### src/hdl/szc_pkg.sv
// Register map, field layout, timing counts and types of the serial-zero control block
package szc_pkg;
	localparam int unsigned ADDR_W     = 12;
	localparam int unsigned DATA_W     = 32;
	localparam int unsigned FIFO_DEPTH = 32;
	localparam int unsigned FIFO_W     = 8;

	// Register indices; the byte address is four times the index
	localparam logic [7:0] IDX_PCON  = 8'h87;
	localparam logic [7:0] IDX_CTRL  = 8'h9b;
	localparam logic [7:0] IDX_BUF   = 8'h9c;
	localparam logic [7:0] IDX_BRCON = 8'hd8;
	localparam logic [7:0] IDX_BRG   = 8'he0;
	localparam logic [7:0] IDX_STAT  = 8'he1;

	localparam logic [11:0] ADDR_PCON  = {2'h0, IDX_PCON, 2'h0};
	localparam logic [11:0] ADDR_CTRL  = {2'h0, IDX_CTRL, 2'h0};
	localparam logic [11:0] ADDR_BUF   = {2'h0, IDX_BUF, 2'h0};
	localparam logic [11:0] ADDR_BRCON = {2'h0, IDX_BRCON, 2'h0};
	localparam logic [11:0] ADDR_BRG   = {2'h0, IDX_BRG, 2'h0};
	localparam logic [11:0] ADDR_STAT  = {2'h0, IDX_STAT, 2'h0};

	localparam int unsigned BIT_BAUD_DOUBLE = 7;
	localparam int unsigned BIT_BAUD_SEL    = 7;
	localparam int unsigned BIT_NINTH_RX    = 2;

	localparam logic [7:0]  CTRL_RST = 8'h00;
	localparam logic [15:0] BRG_RST  = 16'h0000;

	// Baud ticks per bit, normal and doubled
	localparam logic [5:0] TICKS_NORM = 6'h20;
	localparam logic [5:0] TICKS_DBL  = 6'h10;
	// Frame lengths in bits, and index of the last received bit after the start bit
	localparam logic [3:0] BITS_8BIT    = 4'ha;
	localparam logic [3:0] BITS_9BIT    = 4'hb;
	localparam logic [3:0] RX_LAST_8BIT = 4'h8;
	localparam logic [3:0] RX_LAST_9BIT = 4'h9;

	localparam logic [1:0] RESP_OKAY   = 2'h0;
	localparam logic [1:0] RESP_SLVERR = 2'h2;

	typedef struct packed {
		logic mode_high;
		logic mode_low;
		logic multiproc_enable;
		logic receive_enable_zero;
		logic transmit_ninth_bit;
		logic received_ninth_bit;
		logic transmit_done_flag;
		logic receive_done_flag;
	} szc_ctrl_s;

	typedef enum logic [1:0] {MODE_NA, MODE_8BIT, MODE_9FIX, MODE_9VAR} szc_mode_e;
	typedef enum logic [1:0] {RX_IDLE, RX_START, RX_DATA} szc_rx_e;
endpackage

### src/hdl/szc_fifo.sv
// Transmit FIFO with valid/ready on both sides
`timescale 1ns/1ps
module szc_fifo #(
	parameter int unsigned WIDTH = szc_pkg::FIFO_W,
	parameter int unsigned DEPTH = szc_pkg::FIFO_DEPTH
) (
	input  wire logic                     clk_in,
	input  wire logic                     srst_in,
	input  wire logic                     ce_in,
	input  wire logic                     in_valid_in,
	output logic                          in_ready_out,
	input  wire logic [WIDTH-1:0]         in_data_in,
	output logic                          out_valid_out,
	input  wire logic                     out_ready_in,
	output logic [WIDTH-1:0]              out_data_out,
	output logic [$clog2(DEPTH):0]        count_out
);
	localparam int unsigned AW = $clog2(DEPTH);

	if (DEPTH < 2 || (DEPTH & (DEPTH - 1)) != 0) begin : g_bad_depth
		$error("szc_fifo depth must be a power of two of at least two");
	end

	logic [WIDTH-1:0] mem_q [DEPTH];
	logic [AW:0]      wr_ptr_q;
	logic [AW:0]      rd_ptr_q;
	wire              push;
	wire              pop;

	assign count_out     = wr_ptr_q - rd_ptr_q;
	assign in_ready_out  = count_out != (AW + 1)'(DEPTH);
	assign out_valid_out = count_out != '0;
	assign out_data_out  = mem_q[rd_ptr_q[AW-1:0]];
	assign push          = ce_in & in_valid_in & in_ready_out;
	assign pop           = ce_in & out_valid_out & out_ready_in;

	always_ff @(posedge clk_in) begin
		if (srst_in) begin
			wr_ptr_q <= '0;
			rd_ptr_q <= '0;
		end else begin
			if (push) begin
				wr_ptr_q <= wr_ptr_q + 1'b1;
			end
			if (pop) begin
				rd_ptr_q <= rd_ptr_q + 1'b1;
			end
		end
	end

	always_ff @(posedge clk_in) begin
		if (push) begin
			mem_q[wr_ptr_q[AW-1:0]] <= in_data_in;
		end
	end
endmodule

### src/hdl/szc_top.sv
// Serial-zero control, status and frame engine behind an AXI4-Lite slave
//
// Summary of operation
// Control register at index 0x9b, eight bits, all zeros after reset.
// Control bits msb first: mode high, mode low, mp, rx enable, tb8, rb8, ti, ri.
// Mode bits select: 00 unavailable, 01 8-bit, 10 and 11 9-bit frames.
// Mode 3 is mode 2 with baud from internal generator or timer 1.
// Multiprocessor enable turns on address filtering between processors in the 9-bit modes.
// Frames are received only while receive enable is set.
// In modes 2 and 3 the ninth received bit goes to rb8.
// In mode 1 with mp clear the stop bit goes to rb8.
// Hardware changes rb8 only by loading a received bit; software clears it; unused in mode 0.
// Transmit-done flag sets at frame end and stays until software writes zero.
// Receive-done flag sets at frame end and stays until software writes zero.
// Buffer writes supply the byte to send; reads return the last byte received.
// Mode 1 frame: start zero, eight data lsb first, stop one.
// Mode 2 frame adds tb8 as ninth bit; baud is clock over 32 or 64.
// Baud source select zero picks timer 1 overflow, one the baud generator.
// Baud double set halves the bit time.
// 9-bit modes with mp set drop frames whose ninth bit is zero.
// tb8 is kept as written and sent as ninth bit in 9-bit modes.
`timescale 1ns/1ps
module szc_top #(
	parameter int unsigned FIFO_DEPTH = szc_pkg::FIFO_DEPTH
) (
	input  wire logic                        clk_in,
	input  wire logic                        srst_in,
	input  wire logic                        ce_in,
	input  wire logic [szc_pkg::ADDR_W-1:0]  s_axi_awaddr_in,
	input  wire logic                        s_axi_awvalid_in,
	output logic                             s_axi_awready_out,
	input  wire logic [szc_pkg::DATA_W-1:0]  s_axi_wdata_in,
	input  wire logic [3:0]                  s_axi_wstrb_in,
	input  wire logic                        s_axi_wvalid_in,
	output logic                             s_axi_wready_out,
	output logic [1:0]                       s_axi_bresp_out,
	output logic                             s_axi_bvalid_out,
	input  wire logic                        s_axi_bready_in,
	input  wire logic [szc_pkg::ADDR_W-1:0]  s_axi_araddr_in,
	input  wire logic                        s_axi_arvalid_in,
	output logic                             s_axi_arready_out,
	output logic [szc_pkg::DATA_W-1:0]       s_axi_rdata_out,
	output logic [1:0]                       s_axi_rresp_out,
	output logic                             s_axi_rvalid_out,
	input  wire logic                        s_axi_rready_in,
	input  wire logic                        timer1_ovf_in,
	input  wire logic                        rxd_in,
	output logic                             txd_out
);
	if (FIFO_DEPTH < 2 || FIFO_DEPTH > 32 || (FIFO_DEPTH & (FIFO_DEPTH - 1)) != 0) begin : g_chk
		$error("szc_top FIFO_DEPTH must be a power of two from 2 to 32");
	end

	szc_pkg::szc_ctrl_s serial_zero_control_q;
	szc_pkg::szc_ctrl_s ctrl_wr_val;
	szc_pkg::szc_ctrl_s ctrl_d;
	szc_pkg::szc_mode_e mode;
	szc_pkg::szc_rx_e   rx_state_q;
	logic [7:0]         serial_zero_buffer_q;
	logic               baud_double_q;
	logic               baud_source_select_q;
	logic [15:0]        brg_reload_q;
	logic [15:0]        brg_cnt_q;
	logic               pre2_q;
	logic               aw_held_q;
	logic               w_held_q;
	logic [11:0]        aw_addr_q;
	logic [31:0]        w_data_q;
	logic [3:0]         w_strb_q;
	logic               bvalid_q;
	logic [1:0]         bresp_q;
	logic               rvalid_q;
	logic [1:0]         rresp_q;
	logic [31:0]        rdata_q;
	logic               tx_busy_q;
	logic [10:0]        tx_sh_q;
	logic [3:0]         tx_cnt_q;
	logic [5:0]         tx_tk_q;
	logic [5:0]         rx_tk_q;
	logic [3:0]         rx_idx_q;
	logic [9:0]         rx_sh_q;
	logic [$clog2(FIFO_DEPTH):0] fifo_count;
	logic               fifo_in_ready;
	logic               fifo_out_valid;
	logic [7:0]         fifo_out_data;

	// Mode decode and baud tick selection
	assign mode = szc_pkg::szc_mode_e'({serial_zero_control_q.mode_high,
		serial_zero_control_q.mode_low});
	wire mode_na  = mode == szc_pkg::MODE_NA;
	wire nine     = serial_zero_control_q.mode_high;
	wire mp       = serial_zero_control_q.multiproc_enable;
	wire brg_tick = brg_cnt_q == 16'h0000;
	wire var_tick = baud_source_select_q ? brg_tick : timer1_ovf_in;
	wire tick     = (mode == szc_pkg::MODE_9FIX) ? pre2_q : var_tick;
	wire [5:0] bit_len = baud_double_q ? szc_pkg::TICKS_DBL : szc_pkg::TICKS_NORM;

	// Write channel decode
	wire w_hit_ctrl  = aw_addr_q[11:2] == szc_pkg::ADDR_CTRL[11:2];
	wire w_hit_buf   = aw_addr_q[11:2] == szc_pkg::ADDR_BUF[11:2];
	wire w_hit_pcon  = aw_addr_q[11:2] == szc_pkg::ADDR_PCON[11:2];
	wire w_hit_brcon = aw_addr_q[11:2] == szc_pkg::ADDR_BRCON[11:2];
	wire w_hit_brg   = aw_addr_q[11:2] == szc_pkg::ADDR_BRG[11:2];
	wire w_hit_stat  = aw_addr_q[11:2] == szc_pkg::ADDR_STAT[11:2];
	wire w_hit_any   = w_hit_ctrl | w_hit_buf | w_hit_pcon | w_hit_brcon | w_hit_brg | w_hit_stat;
	wire wr_ready    = ce_in & aw_held_q & w_held_q & ~bvalid_q;
	// A full transmit FIFO holds off the write response until a slot frees
	wire buf_push    = wr_ready & w_hit_buf & w_strb_q[0];
	wire wr_fire     = wr_ready & (~buf_push | fifo_in_ready);
	wire wr_ctrl     = wr_fire & w_hit_ctrl & w_strb_q[0];
	wire aw_hs       = s_axi_awvalid_in & s_axi_awready_out;
	wire w_hs        = s_axi_wvalid_in & s_axi_wready_out;
	wire ar_hs       = s_axi_arvalid_in & s_axi_arready_out;

	assign s_axi_awready_out = ce_in & ~aw_held_q & ~bvalid_q;
	assign s_axi_wready_out  = ce_in & ~w_held_q & ~bvalid_q;
	assign s_axi_arready_out = ce_in & ~rvalid_q;
	assign s_axi_bvalid_out  = ce_in & bvalid_q;
	assign s_axi_rvalid_out  = ce_in & rvalid_q;
	assign s_axi_bresp_out   = bresp_q;
	assign s_axi_rresp_out   = rresp_q;
	assign s_axi_rdata_out   = rdata_q;

	// Read decode
	wire [9:0] r_word  = s_axi_araddr_in[11:2];
	wire r_hit_ctrl    = r_word == szc_pkg::ADDR_CTRL[11:2];
	wire r_hit_buf     = r_word == szc_pkg::ADDR_BUF[11:2];
	wire r_hit_pcon    = r_word == szc_pkg::ADDR_PCON[11:2];
	wire r_hit_brcon   = r_word == szc_pkg::ADDR_BRCON[11:2];
	wire r_hit_brg     = r_word == szc_pkg::ADDR_BRG[11:2];
	wire r_hit_stat    = r_word == szc_pkg::ADDR_STAT[11:2];
	wire r_hit_any     = r_hit_ctrl | r_hit_buf | r_hit_pcon | r_hit_brcon | r_hit_brg | r_hit_stat;
	wire [7:0] stat    = {6'(fifo_count), tx_busy_q, rx_state_q != szc_pkg::RX_IDLE};
	wire [31:0] rd_data =
		r_hit_ctrl  ? {24'h0, serial_zero_control_q} :
		r_hit_buf   ? {24'h0, serial_zero_buffer_q} :
		r_hit_pcon  ? {24'h0, baud_double_q, 7'h00} :
		r_hit_brcon ? {24'h0, baud_source_select_q, 7'h00} :
		r_hit_brg   ? {16'h0, brg_reload_q} :
		r_hit_stat  ? {24'h0, stat} : 32'h0;

	always_ff @(posedge clk_in) begin
		if (srst_in) begin
			aw_held_q <= 1'b0;
			w_held_q  <= 1'b0;
			bvalid_q  <= 1'b0;
			bresp_q   <= szc_pkg::RESP_OKAY;
			aw_addr_q <= '0;
			w_data_q  <= '0;
			w_strb_q  <= '0;
		end else if (ce_in) begin
			if (aw_hs) begin
				aw_held_q <= 1'b1;
				aw_addr_q <= s_axi_awaddr_in;
			end
			if (w_hs) begin
				w_held_q <= 1'b1;
				w_data_q <= s_axi_wdata_in;
				w_strb_q <= s_axi_wstrb_in;
			end
			if (wr_fire) begin
				aw_held_q <= 1'b0;
				w_held_q  <= 1'b0;
				bvalid_q  <= 1'b1;
				bresp_q   <= w_hit_any ? szc_pkg::RESP_OKAY : szc_pkg::RESP_SLVERR;
			end else if (bvalid_q && s_axi_bready_in) begin
				bvalid_q <= 1'b0;
			end
		end
	end

	always_ff @(posedge clk_in) begin
		if (srst_in) begin
			rvalid_q <= 1'b0;
			rresp_q  <= szc_pkg::RESP_OKAY;
			rdata_q  <= '0;
		end else if (ce_in) begin
			if (ar_hs) begin
				rvalid_q <= 1'b1;
				rdata_q  <= rd_data;
				rresp_q  <= r_hit_any ? szc_pkg::RESP_OKAY : szc_pkg::RESP_SLVERR;
			end else if (rvalid_q && s_axi_rready_in) begin
				rvalid_q <= 1'b0;
			end
		end
	end

	// Transmit engine
	wire tx_start    = ce_in & ~tx_busy_q & fifo_out_valid & ~mode_na;
	wire tx_bit_end  = tick & (tx_tk_q == bit_len - 6'h01);
	wire tx_done     = ce_in & tx_busy_q & tx_bit_end & (tx_cnt_q == 4'h1);
	wire [10:0] tx_frame = nine ?
		{1'b1, serial_zero_control_q.transmit_ninth_bit, fifo_out_data, 1'b0} :
		{2'b11, fifo_out_data, 1'b0};
	assign txd_out = tx_sh_q[0];

	always_ff @(posedge clk_in) begin
		if (srst_in) begin
			tx_busy_q <= 1'b0;
			tx_sh_q   <= '1;
			tx_cnt_q  <= '0;
			tx_tk_q   <= '0;
		end else if (tx_start) begin
			tx_busy_q <= 1'b1;
			tx_sh_q   <= tx_frame;
			tx_cnt_q  <= nine ? szc_pkg::BITS_9BIT : szc_pkg::BITS_8BIT;
			tx_tk_q   <= '0;
		end else if (ce_in && tx_busy_q && tick) begin
			if (tx_bit_end) begin
				tx_tk_q  <= '0;
				tx_sh_q  <= {1'b1, tx_sh_q[10:1]};
				tx_cnt_q <= tx_cnt_q - 4'h1;
				tx_busy_q <= tx_cnt_q != 4'h1;
			end else begin
				tx_tk_q <= tx_tk_q + 6'h01;
			end
		end
	end

	// Receive engine
	wire rx_go     = serial_zero_control_q.receive_enable_zero & ~mode_na;
	wire rx_mid    = rx_tk_q == {1'b0, bit_len[5:1]} - 6'h01;
	wire rx_end    = rx_tk_q == bit_len - 6'h01;
	wire rx_last   = rx_idx_q == (nine ? szc_pkg::RX_LAST_9BIT : szc_pkg::RX_LAST_8BIT);
	wire rx_fin    = ce_in & rx_go & tick & rx_end & rx_last & (rx_state_q == szc_pkg::RX_DATA);
	wire rx_ninth  = nine ? rx_sh_q[8] : rxd_in;
	wire rx_keep   = rx_fin & ~(nine & mp & ~rx_sh_q[8]);
	wire rb8_load  = rx_keep & (nine | ~mp);

	always_ff @(posedge clk_in) begin
		if (srst_in) begin
			rx_state_q <= szc_pkg::RX_IDLE;
			rx_tk_q    <= '0;
			rx_idx_q   <= '0;
			rx_sh_q    <= '0;
		end else if (ce_in) begin
			unique case (rx_state_q)
				szc_pkg::RX_IDLE: begin
					rx_tk_q <= '0;
					if (rx_go && !rxd_in) begin
						rx_state_q <= szc_pkg::RX_START;
					end
				end
				szc_pkg::RX_START: begin
					if (!rx_go) begin
						rx_state_q <= szc_pkg::RX_IDLE;
					end else if (tick && rx_mid) begin
						rx_state_q <= rxd_in ? szc_pkg::RX_IDLE : szc_pkg::RX_DATA;
						rx_tk_q    <= '0;
						rx_idx_q   <= '0;
					end else if (tick) begin
						rx_tk_q <= rx_tk_q + 6'h01;
					end
				end
				szc_pkg::RX_DATA: begin
					if (!rx_go) begin
						rx_state_q <= szc_pkg::RX_IDLE;
					end else if (tick && rx_end) begin
						rx_sh_q[rx_idx_q] <= rxd_in;
						rx_idx_q <= rx_idx_q + 4'h1;
						rx_tk_q  <= '0;
						if (rx_last) begin
							rx_state_q <= szc_pkg::RX_IDLE;
						end
					end else if (tick) begin
						rx_tk_q <= rx_tk_q + 6'h01;
					end
				end
				default: rx_state_q <= szc_pkg::RX_IDLE;
			endcase
		end
	end

	// Control register: hardware set wins over a software clear in the same cycle
	assign ctrl_wr_val = wr_ctrl ? szc_pkg::szc_ctrl_s'(w_data_q[7:0]) : serial_zero_control_q;
	assign ctrl_d = {ctrl_wr_val[7:3],
		rb8_load ? rx_ninth : ctrl_wr_val[szc_pkg::BIT_NINTH_RX],
		ctrl_wr_val.transmit_done_flag | tx_done,
		ctrl_wr_val.receive_done_flag | rx_keep};

	always_ff @(posedge clk_in) begin
		if (srst_in) begin
			serial_zero_control_q <= szc_pkg::CTRL_RST;
			serial_zero_buffer_q  <= '0;
		end else if (ce_in) begin
			serial_zero_control_q <= ctrl_d;
			if (rx_keep) begin
				serial_zero_buffer_q <= rx_sh_q[7:0];
			end
		end
	end

	always_ff @(posedge clk_in) begin
		if (srst_in) begin
			baud_double_q        <= 1'b0;
			baud_source_select_q <= 1'b0;
			brg_reload_q         <= szc_pkg::BRG_RST;
		end else if (wr_fire && w_strb_q[0]) begin
			if (w_hit_pcon) baud_double_q <= w_data_q[szc_pkg::BIT_BAUD_DOUBLE];
			if (w_hit_brcon) baud_source_select_q <= w_data_q[szc_pkg::BIT_BAUD_SEL];
			if (w_hit_brg) brg_reload_q[7:0] <= w_data_q[7:0];
		end
		if (!srst_in && wr_fire && w_strb_q[1] && w_hit_brg) begin
			brg_reload_q[15:8] <= w_data_q[15:8];
		end
	end

	// Internal baud generator and fixed-rate prescaler
	always_ff @(posedge clk_in) begin
		if (srst_in) begin
			brg_cnt_q <= szc_pkg::BRG_RST;
			pre2_q    <= 1'b0;
		end else if (ce_in) begin
			brg_cnt_q <= brg_tick ? brg_reload_q : brg_cnt_q - 16'h0001;
			pre2_q    <= ~pre2_q;
		end
	end

	szc_fifo #(.WIDTH(szc_pkg::FIFO_W), .DEPTH(FIFO_DEPTH)) u_tx_fifo (
		.clk_in        (clk_in),
		.srst_in       (srst_in),
		.ce_in         (ce_in),
		.in_valid_in   (buf_push),
		.in_ready_out  (fifo_in_ready),
		.in_data_in    (w_data_q[7:0]),
		.out_valid_out (fifo_out_valid),
		.out_ready_in  (~tx_busy_q & ~mode_na),
		.out_data_out  (fifo_out_data),
		.count_out     (fifo_count)
	);
endmodule

### config.mk
export PLATFORM = sky130hd
export DESIGN_NAME = szc_top
export DESIGN_NICKNAME = d
export VERILOG_FILES = /design/src/hdl/szc_pkg.sv /design/src/hdl/szc_fifo.sv /design/src/hdl/szc_top.sv
export SDC_FILE = /design/constraint.sdc
export NUM_CORES = 1
export LEC_CHECK = 0
export BUFFER_PORTS_ARGS = -buffer_cell sky130_fd_sc_hd__buf_4
export CORE_MARGIN = 2
export CORE_UTILIZATION = 40
export DETAILED_ROUTE_END_ITERATION = 8
export GPL_TIMING_DRIVEN = 1
export PLACE_DENSITY = 0.53
export SLEW_MARGIN = 20
export SYNTH_ARGS = -nofsm -noshare
export SYNTH_HDL_FRONTEND = slang
export SYNTH_SLANG_ARGS = --single-unit
### constraint.sdc
create_clock -name clk_in -period 6.3 [get_ports clk_in]
set_input_delay 0.63 -clock clk_in [delete_from_list [all_inputs] [get_ports clk_in]]
set_output_delay 0.63 -clock clk_in [all_outputs]
set_load 0.02 [all_outputs]
After elaboration in Yosys (flattened, before gate mapping). Memories as Yosys holds them, arrays and structs flattened. A register that Yosys moved wholly into a read port is not among the register bits. Cells that the tools add are included.

Bits in latches: 0. Bits in registers: 177. RAM bits: 256. ROM bits: 0. Memories kept: 1.

$lt $le $gt $ge: 2. Add/sub/neg operators: 10. Divide/modulo/power cells: 0. Eq/ne operators: 30. Reduce and logical (&&, ||, !) cells: 49. $mul: 0. Mux-type cells: 64. Bitwise gates (word level): 65. Shifts and indexed selects: 0.

Memories: u_tx_fifo.mem_q (words 32, bits a word 8, read ports 1, clocked after Yosys merged registers in 1, write ports 1, line szc_fifo.sv:24) `logic [WIDTH-1:0] mem_q [DEPTH];`.

Operator list (count): $eq 10x8->1 const B (12); $mux 16 (6); $mux 6 (7); $and 1x1->1 (40); $mux 11 (3); $reduce_and 2->1 (15); $mux 4 (7); $add 6x1->6 const B (4); $mux 8 (3); $mux 1 (20); $reduce_bool 2->1 (10); $eq 6x6->1 (3); $mux 2 (9); $pmux 6 s3 (1); $logic_not 16->1 (1); $sub 16x1->16 const B (1); $or 1x1->1 (14); $logic_and 1x1->1 (12); $not 1->1 (11); $bwmux 10 (1); $mux 10 (1); $mux 5 (2); $ne 2x2->1 const B (4); $pmux 4 s2 (1); other kinds (27) (32).

Depth between registers and ports, before layout. Gate-level depths: netlist of the first run.

Depth after elaboration: 12. Depth in mapped cells: 12. Depth with buffers taken out: 10.

Cells and area by module. A second synthesis of the first run with hierarchy kept.

Cell total of the unflattened synthesis: 1373. Area total of the unflattened synthesis: 18114.9 µm².

Modules (own cells, without submodules): szc_fifo (times used 1, sequential area each 8027.7 µm², cells each 537, area each 10948.0 µm²); szc_top (times used 1, sequential area each 2942.8 µm², cells each 836, area each 7166.9 µm²).

Worst setup path before layout of the first run. No wires, ideal clock.

Path kind: reg2reg. From: register u_tx_fifo.wr_ptr_q[0]. To: memory u_tx_fifo.mem_q[30][0] in the netlist's numbering, enable pin. Period minus slack after synthesis: 2917 ps. Setup slack: 3383 ps. Data arrival time: 2547 ps. Data required time: 5930 ps. Cell stages (with the launch flop): 11. Path buffers: 0. Path through: dfxtp_1 -> inv_1 -> ha_1 -> inv_1 -> fa_1 -> nand3_1 -> a21oi_1 -> o2111ai_2 -> nor3_1 -> nand3b_1 -> nor2_1.

Cells in the longest elaborated chain, start to end: 5.

RTL lines: start: declaration (line szc_fifo.sv:25) `logic [AW:0] wr_ptr_q;`; start signal: assignment (line szc_fifo.sv:43) `wr_ptr_q <= wr_ptr_q + 1'b1;`; $sub 6x6->6 (line szc_fifo.sv:30) `assign count_out = wr_ptr_q - rd_ptr_q;`; $ne 6x6->1 (line szc_fifo.sv:31) `assign in_ready_out = count_out != (AW + 1)'(DEPTH);`; $and 1x1->1 (line szc_fifo.sv:34) `assign push = ce_in & in_valid_in & in_ready_out;`; $mux 1 (line szc_fifo.sv:52) `if (push) begin`; $mux 1 (not written as such) (line szc_fifo.sv:53) `mem_q[wr_ptr_q[AW-1:0]] <= in_data_in;`; end: declaration (line szc_fifo.sv:24).

Parallel ways exist; a longest one is shown, timed or not.

Final worst setup path of the first run.
From: register u_tx_fifo.wr_ptr_q[0]. To: memory u_tx_fifo.mem_q[25][6] in the netlist's numbering, enable pin.

The elaborated chain is that of the path after synthesis.

==> results of run 1 <==
area by class of cell:
cell class | instances | area [sq um] | area share, %
Clock buffer | 56 | 1200 | 5.84
Timing Repair Buffer | 84 | 631 | 3.08
Multi-Input combinational cell | 922 | 6580 | 32.1
Inverter | 29 | 109 | 0.531
Sequential cell | 416 | 11000 | 53.6
Clock inverter | 26 | 253 | 1.23
Tap cell | 592 | 741 | 3.62
worst reg2reg max path, stage by stage (launching register included):
cell       delay [ns]
dfxtp_1          0.36
inv_1            0.17
ha_1             0.19
inv_1            0.06
fa_1             0.46
nand3_1          0.11
a21oi_1          0.10
o2111ai_2        0.50
nor3_1           0.24
nand3b_1         0.52
nor2_1           0.78
sequential cells by signal, indices dropped and copies added (netlist names), 2 cells and up, named ones only:
| name | count |
|---|---|
| rx_tk_q | 6 |
| brg_reload_q | 16 |
| rx_sh_q | 9 |
| u_tx_fifo.rd_ptr_q | 6 |
| w_data_q | 16 |
| u_tx_fifo.mem_q | 256 |
| rx_state_q | 2 |
| rx_idx_q | 4 |
| serial_zero_control_q | 5 |
| aw_addr_q | 10 |
| w_strb_q | 2 |
| tx_tk_q | 6 |
| tx_cnt_q | 4 |
| brg_cnt_q | 16 |
| s_axi_rdata_out | 16 |
| serial_zero_buffer_q | 8 |
| tx_sh_q | 10 |
| u_tx_fifo.wr_ptr_q | 6 |
power by group through the flow:
stage	registers, W	clock network, W	logic, W
after global placement	0.00306	0	0.000521
after detailed placement	0.00307	0	0.000531
final	0.00301	0.00261	0.000532
after floorplan	0.00307	0	0.000394
after global routing	0.00302	0.00278	0.000606
after CTS	0.00301	0.00267	0.000534
per-stage QoR:
step	hold slack, ns	cells	power [W]	worst slack, ns	instance area, sq um
3_3_place_gp	0.441	2043	0.00358	2.50	19000
4_1_cts	0.281	2125	0.00621	2.35	20500
2_1_floorplan	0.432	1456	0.00346	3.38	18100
3_5_place_dp	0.443	2043	0.00360	2.41	19000
5_1_grt	0.289	2125	0.00640	2.11	20500
6_report	0.314	2125	0.00615	2.41	20500
logic make-up (layout without fill, tap and decap cells):
family | Yosys count | count (layout) | share of synthesized area (%)
adder cells (fa/ha/maj) | 25 | 25 | 1.78
flip-flops | 416 | 416 | 60.9
XOR/XNOR | 23 | 23 | 1.20
AO/OA/AOI/OAI | 280 | 280 | 10.7
AND/OR/NAND/NOR | 442 | 442 | 12.5
other | 1 | 18 | 0.0208
multiplexers | 134 | 134 | 9.93
buffers and inverters | 118 | 195 | 2.97
final timing paths:
path / cells past startpoint / endpoint / startpoint / slack [ns]
max: 10 / u_tx_fifo.mem_q[25][6] / u_tx_fifo.wr_ptr_q[0] / 2.41
min: 3 / w_data_q[4] / s_axi_wdata_in[4] / 0.31
max reg2reg: 10 / u_tx_fifo.mem_q[25][6] / u_tx_fifo.wr_ptr_q[0] / 2.41
min reg2reg: 2 / w_data_q[9] / w_data_q[9] / 0.45
per-layer routing:
layer,vias to the layer above,share of wire [%],track usage [%]
met5,-,0,0
met4,0,1.9,4.77
met3,52,4.1,2.53
met2,213,46,28.1
met1,5635,48,26.0
li1,5501,-,-
cell usage in the layout (no fill, tap or decap), types with 32 or more instances in the layout:
cell type / count
a21oi_1: 88
buf_4: 84
clkbuf_16: 45
dfxtp_1: 150
edfxtp_1: 264
mux2_2: 36
mux2i_1: 65
mux4_2: 32
nand2_1: 138
nand3_1: 35
nor2_1: 123
o21ai_0: 40
==> metrics, run 1 <==
Post-synth ARST share=0%; Yosys top cell by area=edfxtp_1; CTS Buf Count=44; share of power burned in registers=48.9%; Crit Path Category=flip-flop to flip-flop; Starting Density=40.6%; DP HPWL=26700 um; Final period util=61.7%; most numerous cell in the Yosys netlist=edfxtp_1; setup violators final=0; first-pass GRT wire length=65300 um; share of cells above drive strength 1=16.9%; post-synth top area share=44.0%; Clock Pin Slew Worst Setup and Hold Paths=0.06 ns; Crit-path slowest cell=nor2_1; Warnings, synthesis=0; Die Width=216 um; CP dominant cell by count=inv_1; EDFF count, synth=264; Die Y=216 um; Worst-Skew Late Latency=0.56 ns; largest net degree at the start of global routing=76; cells after synthesis=1439; post_cts resized=0; worst-case clock buffer depth=3; f_max=0.257 GHz; DRC errors left=0; Netlist Area Pre-Place=18000 sq um; Worst Setup End Kind=flip-flop; Ports=112; min cycle time layout=3.89 ns; vias in the first global route=11308; Buf/Inv on CP=2; grt total ovfl=0; initial antenna violation count=0; DRT Pass-1 Iters=5; nets=1592; vias=11401; Syn Area/Cell=12.5 sq um; Routed Antenna Nets=0; via/cell ratio=5.37; CTS tree=done; clk sinks=416; Max Slew Vio Count=0; final core occ=46.2%; initial drt markers=727; Slew HR=31.4%; slowest stage delay, CP=0.78 ns; number of failing hold endpoints at the final stage=0; max cap viols=0; Area Growth Syn to Fin=13.8%; status=completed; ant diodes=0; clock share of power=42.4%; CP top delay family=simple AND/OR/NAND/NOR gates; Area contributors post-synth=edfxtp_1 (44%), dfxtp_1 (17%), mux4_2 (4.0%); crit path DAT=4.06 ns; Startpoint Class=flip-flop; setup TNS=0 ns; worst vdd ir=191 uV; htree depth=2; class of the worst hold path=input port to flip-flop; Max FO, Critical Path=8; postcts setup bufs=0; CTS root buf=clkbuf_16; Seq cells post-synth=416; Synth top cells by count=edfxtp_1 (264), dfxtp_1 (152), nand2_1 (138); Least-Margin Pin Slew=1.02 ns; P_sw=0.00146 W; final WL=41800 um; Core Region=44300 sq um; I/O Buffers=71; CP required=6.47 ns; fill count=4106; ys flop type=edfxtp_1; Row Count=77; Post-CTS Hold Fix Bufs=0; combinational power share=8.7%; Power Internal=0.00469 W; Total GRT Usage=17.9%; P_leak=6.52 nW; RSZ-0062 raised after global routing=false; Switching Share=23.7%; crit path cell chain=inv_1 -> ha_1 -> inv_1 -> fa_1 -> nand3_1 -> a21oi_1 -> o2111ai_2 -> nor3_1 -> nand3b_1 -> nor2_1; clk_skew=0.0230 ns; part of the Yosys area used for sequential elements=60.9%; Pwr Density=300 nW/um^2; Cell variety after synth=90; RD Place Congestion=0.777; routed wire length per instance=19.7 um; die area=46700 sq um
Note: power is estimated with default switching activity, not from simulation.
==> run 2, diff against run 1 <==
Clock period 6.3 ns to 3.7 ns, I/O delays scaled along.
==> run 2 against run 1 <==
Effect of this change:
- setup slack worse by 2.0 ns
- fmax rose by 20%
- register-to-register slack got worse by 2.0 ns
- critical path type unchanged
- critical endpoint is now u_tx_fifo.mem_q[26][0]
==> metrics, run 2 (synthesis results as in run 1) <==
FF-to-FF Start=u_tx_fifo.wr_ptr_q[0]; postcts setup bufs=0; P_leak=6.62 nW; number of failing hold endpoints at the final stage=0; first-pass GRT wire length=66800 um; Row Count=77; DRC errors left=0; f_max=0.308 GHz; final WL=43500 um; Post-Route M1 WL=21000 um; Slew HR=25.3%; vias=11527; Least-Margin Pin Slew=1.12 ns; clock share of power=42.0%; Area Growth Syn to Fin=14.6%; reg2reg end=u_tx_fifo.mem_q[26][0]; clk sinks=416; class of the worst hold path=input port to flip-flop; worst-case reg-to-reg path depth=11; placed cell count=2069; DRT Pass-1 Iters=7; Clock Pin Slew Worst Setup and Hold Paths=0.06 ns; ant diodes=0; placed inst area=19200 sq um; DP HPWL=28400 um; Die Width=216 um; CTS root buf=clkbuf_16; I/O Buffers=71; Worst Setup End Kind=flip-flop; Post-CTS Hold Fix Bufs=0; share of cells above drive strength 1=17.7%; hold path cells=3; Hold Crit Start=s_axi_wdata_in[2]; P_sw=0.00246 W; min cycle time layout=3.25 ns; htree depth=2; final instance area=20600 sq um; CP required=3.88 ns; setup violators final=0; max cap viols=0; Top Metal Used=met4; post_cts resized=0; initial drt markers=832; nets=1619; via/cell ratio=5.36; Pwr Density=504 nW/um^2; Non-Filler Instances=2150; Max FO, Critical Path=8; Switching Share=23.6%; Power Internal=0.00796 W; setup TNS=0 ns; initial antenna violation count=0; status=completed; setup slack, reg-to-reg=0.45 ns; RSZ-0062 raised after global routing=false; worst-case clock buffer depth=3; Worst-Skew Late Latency=0.56 ns; CTS Buf Count=45; worst min-delay path endpoint=w_data_q[2]; routed wire length per instance=20.2 um; commonest non-fill, non-tap cells in the layout=edfxtp_1 (264), dfxtp_1 (149), nand2_1 (138); Die Y=216 um; crit path DAT=3.42 ns; worst vdd ir=334 uV; Startpoint Class=flip-flop; Final period util=87.7%; commonest non-fill, non-tap cell in the layout=edfxtp_1; clk_skew=0.0221 ns; CTS tree=done; share of power burned in registers=49.3%; largest net degree at the start of global routing=64; combinational power share=8.7%; grt total ovfl=0; RD Place Congestion=0.804; Crit Path Category=flip-flop to flip-flop; Starting Density=40.6%; Routed Antenna Nets=0; met3 WL=1990 um; final core occ=46.6%; Max Slew Vio Count=0; Total GRT Usage=18.5%; DR WL met2=19700 um; Core Region=44300 sq um; vias in the first global route=11436; die area=46700 sq um; Ports=112; Largest register FFs=256
-- run 2: power groups by stage --
stage	registers, W	clock network, W	logic (W)
after detailed placement	0.00523	0	0.000901
after CTS	0.00513	0.00449	0.000906
after global routing	0.00515	0.00467	0.00102
final	0.00513	0.00437	0.000903
after global placement	0.00523	0	0.000885
after floorplan	0.00522	0	0.000670
-- run 2: area by class of cell --
cell class | instances | area, sq um
clock buffers | 62 | 1190
clock inverters | 19 | 226
fillers | 4024 | 23700
inverters | 29 | 109
multi-input cells | 922 | 6580
flip-flops and latches | 416 | 11000
well taps | 592 | 741
repair buffers | 110 | 826
-- run 2: layer usage --
metal,track usage [%],up-vias
li1,-,5544
met1,27.1,5682
met2,28.9,250
met3,2.57,51
met4,5.11,0
met5,0,-
-- run 2: how the worst max path moves through the flow --
| stage | startpoint | endpoint | slack [ns] |
|---|---|---|---|
| global placement | u_tx_fifo.wr_ptr_q[0] | u_tx_fifo.mem_q[6][3] | 0.50 |
| floorplan | u_tx_fifo.wr_ptr_q[0] | u_tx_fifo.mem_q[30][0] | 0.78 |
| global route | u_tx_fifo.wr_ptr_q[0] | u_tx_fifo.mem_q[6][6] | 0.20 |
| finish | u_tx_fifo.wr_ptr_q[0] | u_tx_fifo.mem_q[26][0] | 0.45 |
| detailed placement | u_tx_fifo.wr_ptr_q[0] | u_tx_fifo.mem_q[14][4] | 0.45 |
| CTS | u_tx_fifo.wr_ptr_q[0] | u_tx_fifo.mem_q[6][6] | 0.42 |
-- run 2: worst max-delay path, cell delays in order (launching register included) --
cell,delay (ns)
dfxtp_1,0.35
inv_1,0.17
ha_1,0.19
inv_1,0.06
fa_1,0.46
nand3_1,0.10
a21oi_1,0.10
o2111ai_2,0.24
nor3_1,0.13
nand3b_1,0.21
buf_4,0.19
nor2_1,0.64
-- run 2: per-stage QoR --
stage               total power, W  hold WS [ns]  setup WS [ns]
global route                0.0108        0.0368          0.204
CTS                         0.0105        0.0148          0.416
global placement           0.00611         0.442          0.504
detailed placement         0.00613         0.443          0.446
finish                      0.0104        0.0470          0.455
floorplan                  0.00589         0.432          0.783
==> run 3, diff against run 2 <==
Settings changed: REMOVE_ABC_BUFFERS from default to 1.
==> run 3 against run 2 <==
Effect of this change:
- die area stayed put
- global-route usage rose by 0.062 points
- combinational power shrank 2%
- clock skew fell by 0.0063 ns
- sequential cell count stayed put
- routed wire length fell by 1.4%
- fmax is 1.3% lower
- via count is 0.64% higher
- non-clock buffer count up 26
- cell count is 1.3% higher
==> metrics, run 3 (synthesis results as in run 1) <==
setup TNS=0 ns; status=completed; min cycle time layout=3.29 ns; Buf/Inv on CP=4; clk sinks=416; DRC errors left=0; final instance area=20900 sq um; commonest non-fill, non-tap cells in the layout=edfxtp_1 (264), dfxtp_1 (148), nand2_1 (138); worst vdd ir=373 uV; CP top delay family=simple AND/OR/NAND/NOR gates; crit path cell chain=inv_1 -> ha_1 -> inv_1 -> fa_1 -> nand3_1 -> and3_1 -> o2111ai_2 -> nor3_1 -> nand3b_1 -> buf_4 -> nor2_1 -> buf_4; fill count=4011; initial antenna violation count=1; max cap viols=0; Crit-path slowest cell=nor3_1; CTS Buf Count=45; Die Y=216 um; setup violators final=0; vias=11601; Largest register FFs=256; Starting Density=40.6%; nets=1645; DRT Pass-1 Iters=5; CP required=4.02 ns; share of cells above drive strength 1=19.5%; Worst-Skew Late Latency=0.57 ns; vias in the first global route=11573; Max FO, Critical Path=8; slowest stage delay, CP=0.54 ns; Crit Path Category=flip-flop to flip-flop; final WL=42900 um; initial drt markers=725; f_max=0.304 GHz; Ports=112; Worst Setup End Kind=flip-flop; class of the worst hold path=input port to flip-flop; htree depth=2; Total GRT Usage=18.6%; min setup slack post-route=0.413 ns; Pwr Density=505 nW/um^2; RD Place Congestion=0.798; P_leak=6.79 nW; Max Slew Vio Count=0; Core Region=44300 sq um; Startpoint Class=flip-flop; Area Growth Syn to Fin=16.1%; commonest non-fill, non-tap cell in the layout=edfxtp_1; die area=46700 sq um; number of failing hold endpoints at the final stage=0; first-pass GRT wire length=67200 um; routed wire length per instance=19.7 um; pre-CTS setup slack=0.443 ns; Post-CTS Hold Fix Bufs=0; post_cts resized=0; Min Hold Slack=0.0517 ns; Final period util=88.8%; Row Count=77; largest net degree at the start of global routing=48; CTS tree=done; Routed Antenna Nets=0; DP HPWL=28500 um; via/cell ratio=5.32; crit path DAT=3.61 ns; Least-Margin Pin Slew=1.14 ns; Clock Pin Slew Worst Setup and Hold Paths=0.06 ns; I/O Buffers=71; worst-case clock buffer depth=3; CTS root buf=clkbuf_16; placed inst area=19400 sq um; placed cell count=2095; Die Width=216 um; grt total ovfl=0; postcts setup bufs=0; Non-Filler Instances=2179; clk_skew=0.0158 ns; RSZ-0062 raised after global routing=false; Slew HR=24.0%
==> run 3: cell types whose count changed in the layout (fill, tap and decap cells not counted), sizes merged <==
cell,delta
buf,+26
bufinv,-1
clkbuf,+4
clkinv,-2
clkinvlp,+2
diode,+1
inv,-1
==> run 3: routing by layer <==
| layer | track usage [%] | share of wire (%) | up-vias |
|---|---|---|---|
| met1 | 27.3 | 48 | 5693 |
| met5 | 0 | 0 | - |
| met4 | 5.37 | 1.9 | 0 |
| met3 | 2.57 | 4.8 | 52 |
| met2 | 28.7 | 45 | 253 |
| li1 | - | - | 5603 |
==> run 3: worst min-delay path: cells and delay by family <==
kind | cells | cell delay, ns
AO/OA/AOI/OAI | 1 | 0.05
buffers and inverters | 1 | 0.11
AND/OR/NAND/NOR | 1 | 0.04
==> run 3: layout make-up <==
cell class / instances / area (sq um) / share of cell area, %
Antenna cell: 1 / 2.50 / 0.0120
Clock buffer: 66 / 1290 / 6.16
Clock inverter: 17 / 195 / 0.933
Inverter: 29 / 109 / 0.520
Multi-Input combinational cell: 922 / 6570 / 31.4
Sequential cell: 416 / 11000 / 52.5
Tap cell: 592 / 741 / 3.54
Timing Repair Buffer: 136 / 1030 / 4.94
==> run 3: stage by stage <==
step,total power (W),util (%)
after floorplan,0.00584,-
after global placement,0.00612,43.8
after detailed placement,0.00614,43.8
after CTS,0.0107,47.2
after global routing,0.0110,47.2
final,0.0106,47.2
==> run 3: final timing paths <==
| path | cells after the start | slack, ns | endpoint | from |
|---|---|---|---|---|
| worst max-delay path | 12 | 0.41 | u_tx_fifo.mem_q[30][0] | u_tx_fifo.wr_ptr_q[0] |
| worst min-delay path | 3 | 0.05 | w_data_q[3] | s_axi_wdata_in[3] |
| worst max register to register | 12 | 0.41 | u_tx_fifo.mem_q[30][0] | u_tx_fifo.wr_ptr_q[0] |
| worst min register to register | 2 | 0.45 | w_data_q[14] | w_data_q[14] |
==> run 3: where the power goes <==
part	switching (W)	internal [W]	total [W]	leakage (nW)
combinational	0.000537	0.000351	0.000889	2.61
clock	0.00182	0.00270	0.00452	0.714
sequential	0.000136	0.00501	0.00515	3.47
total	0.00250	0.00806	0.0106	6.79
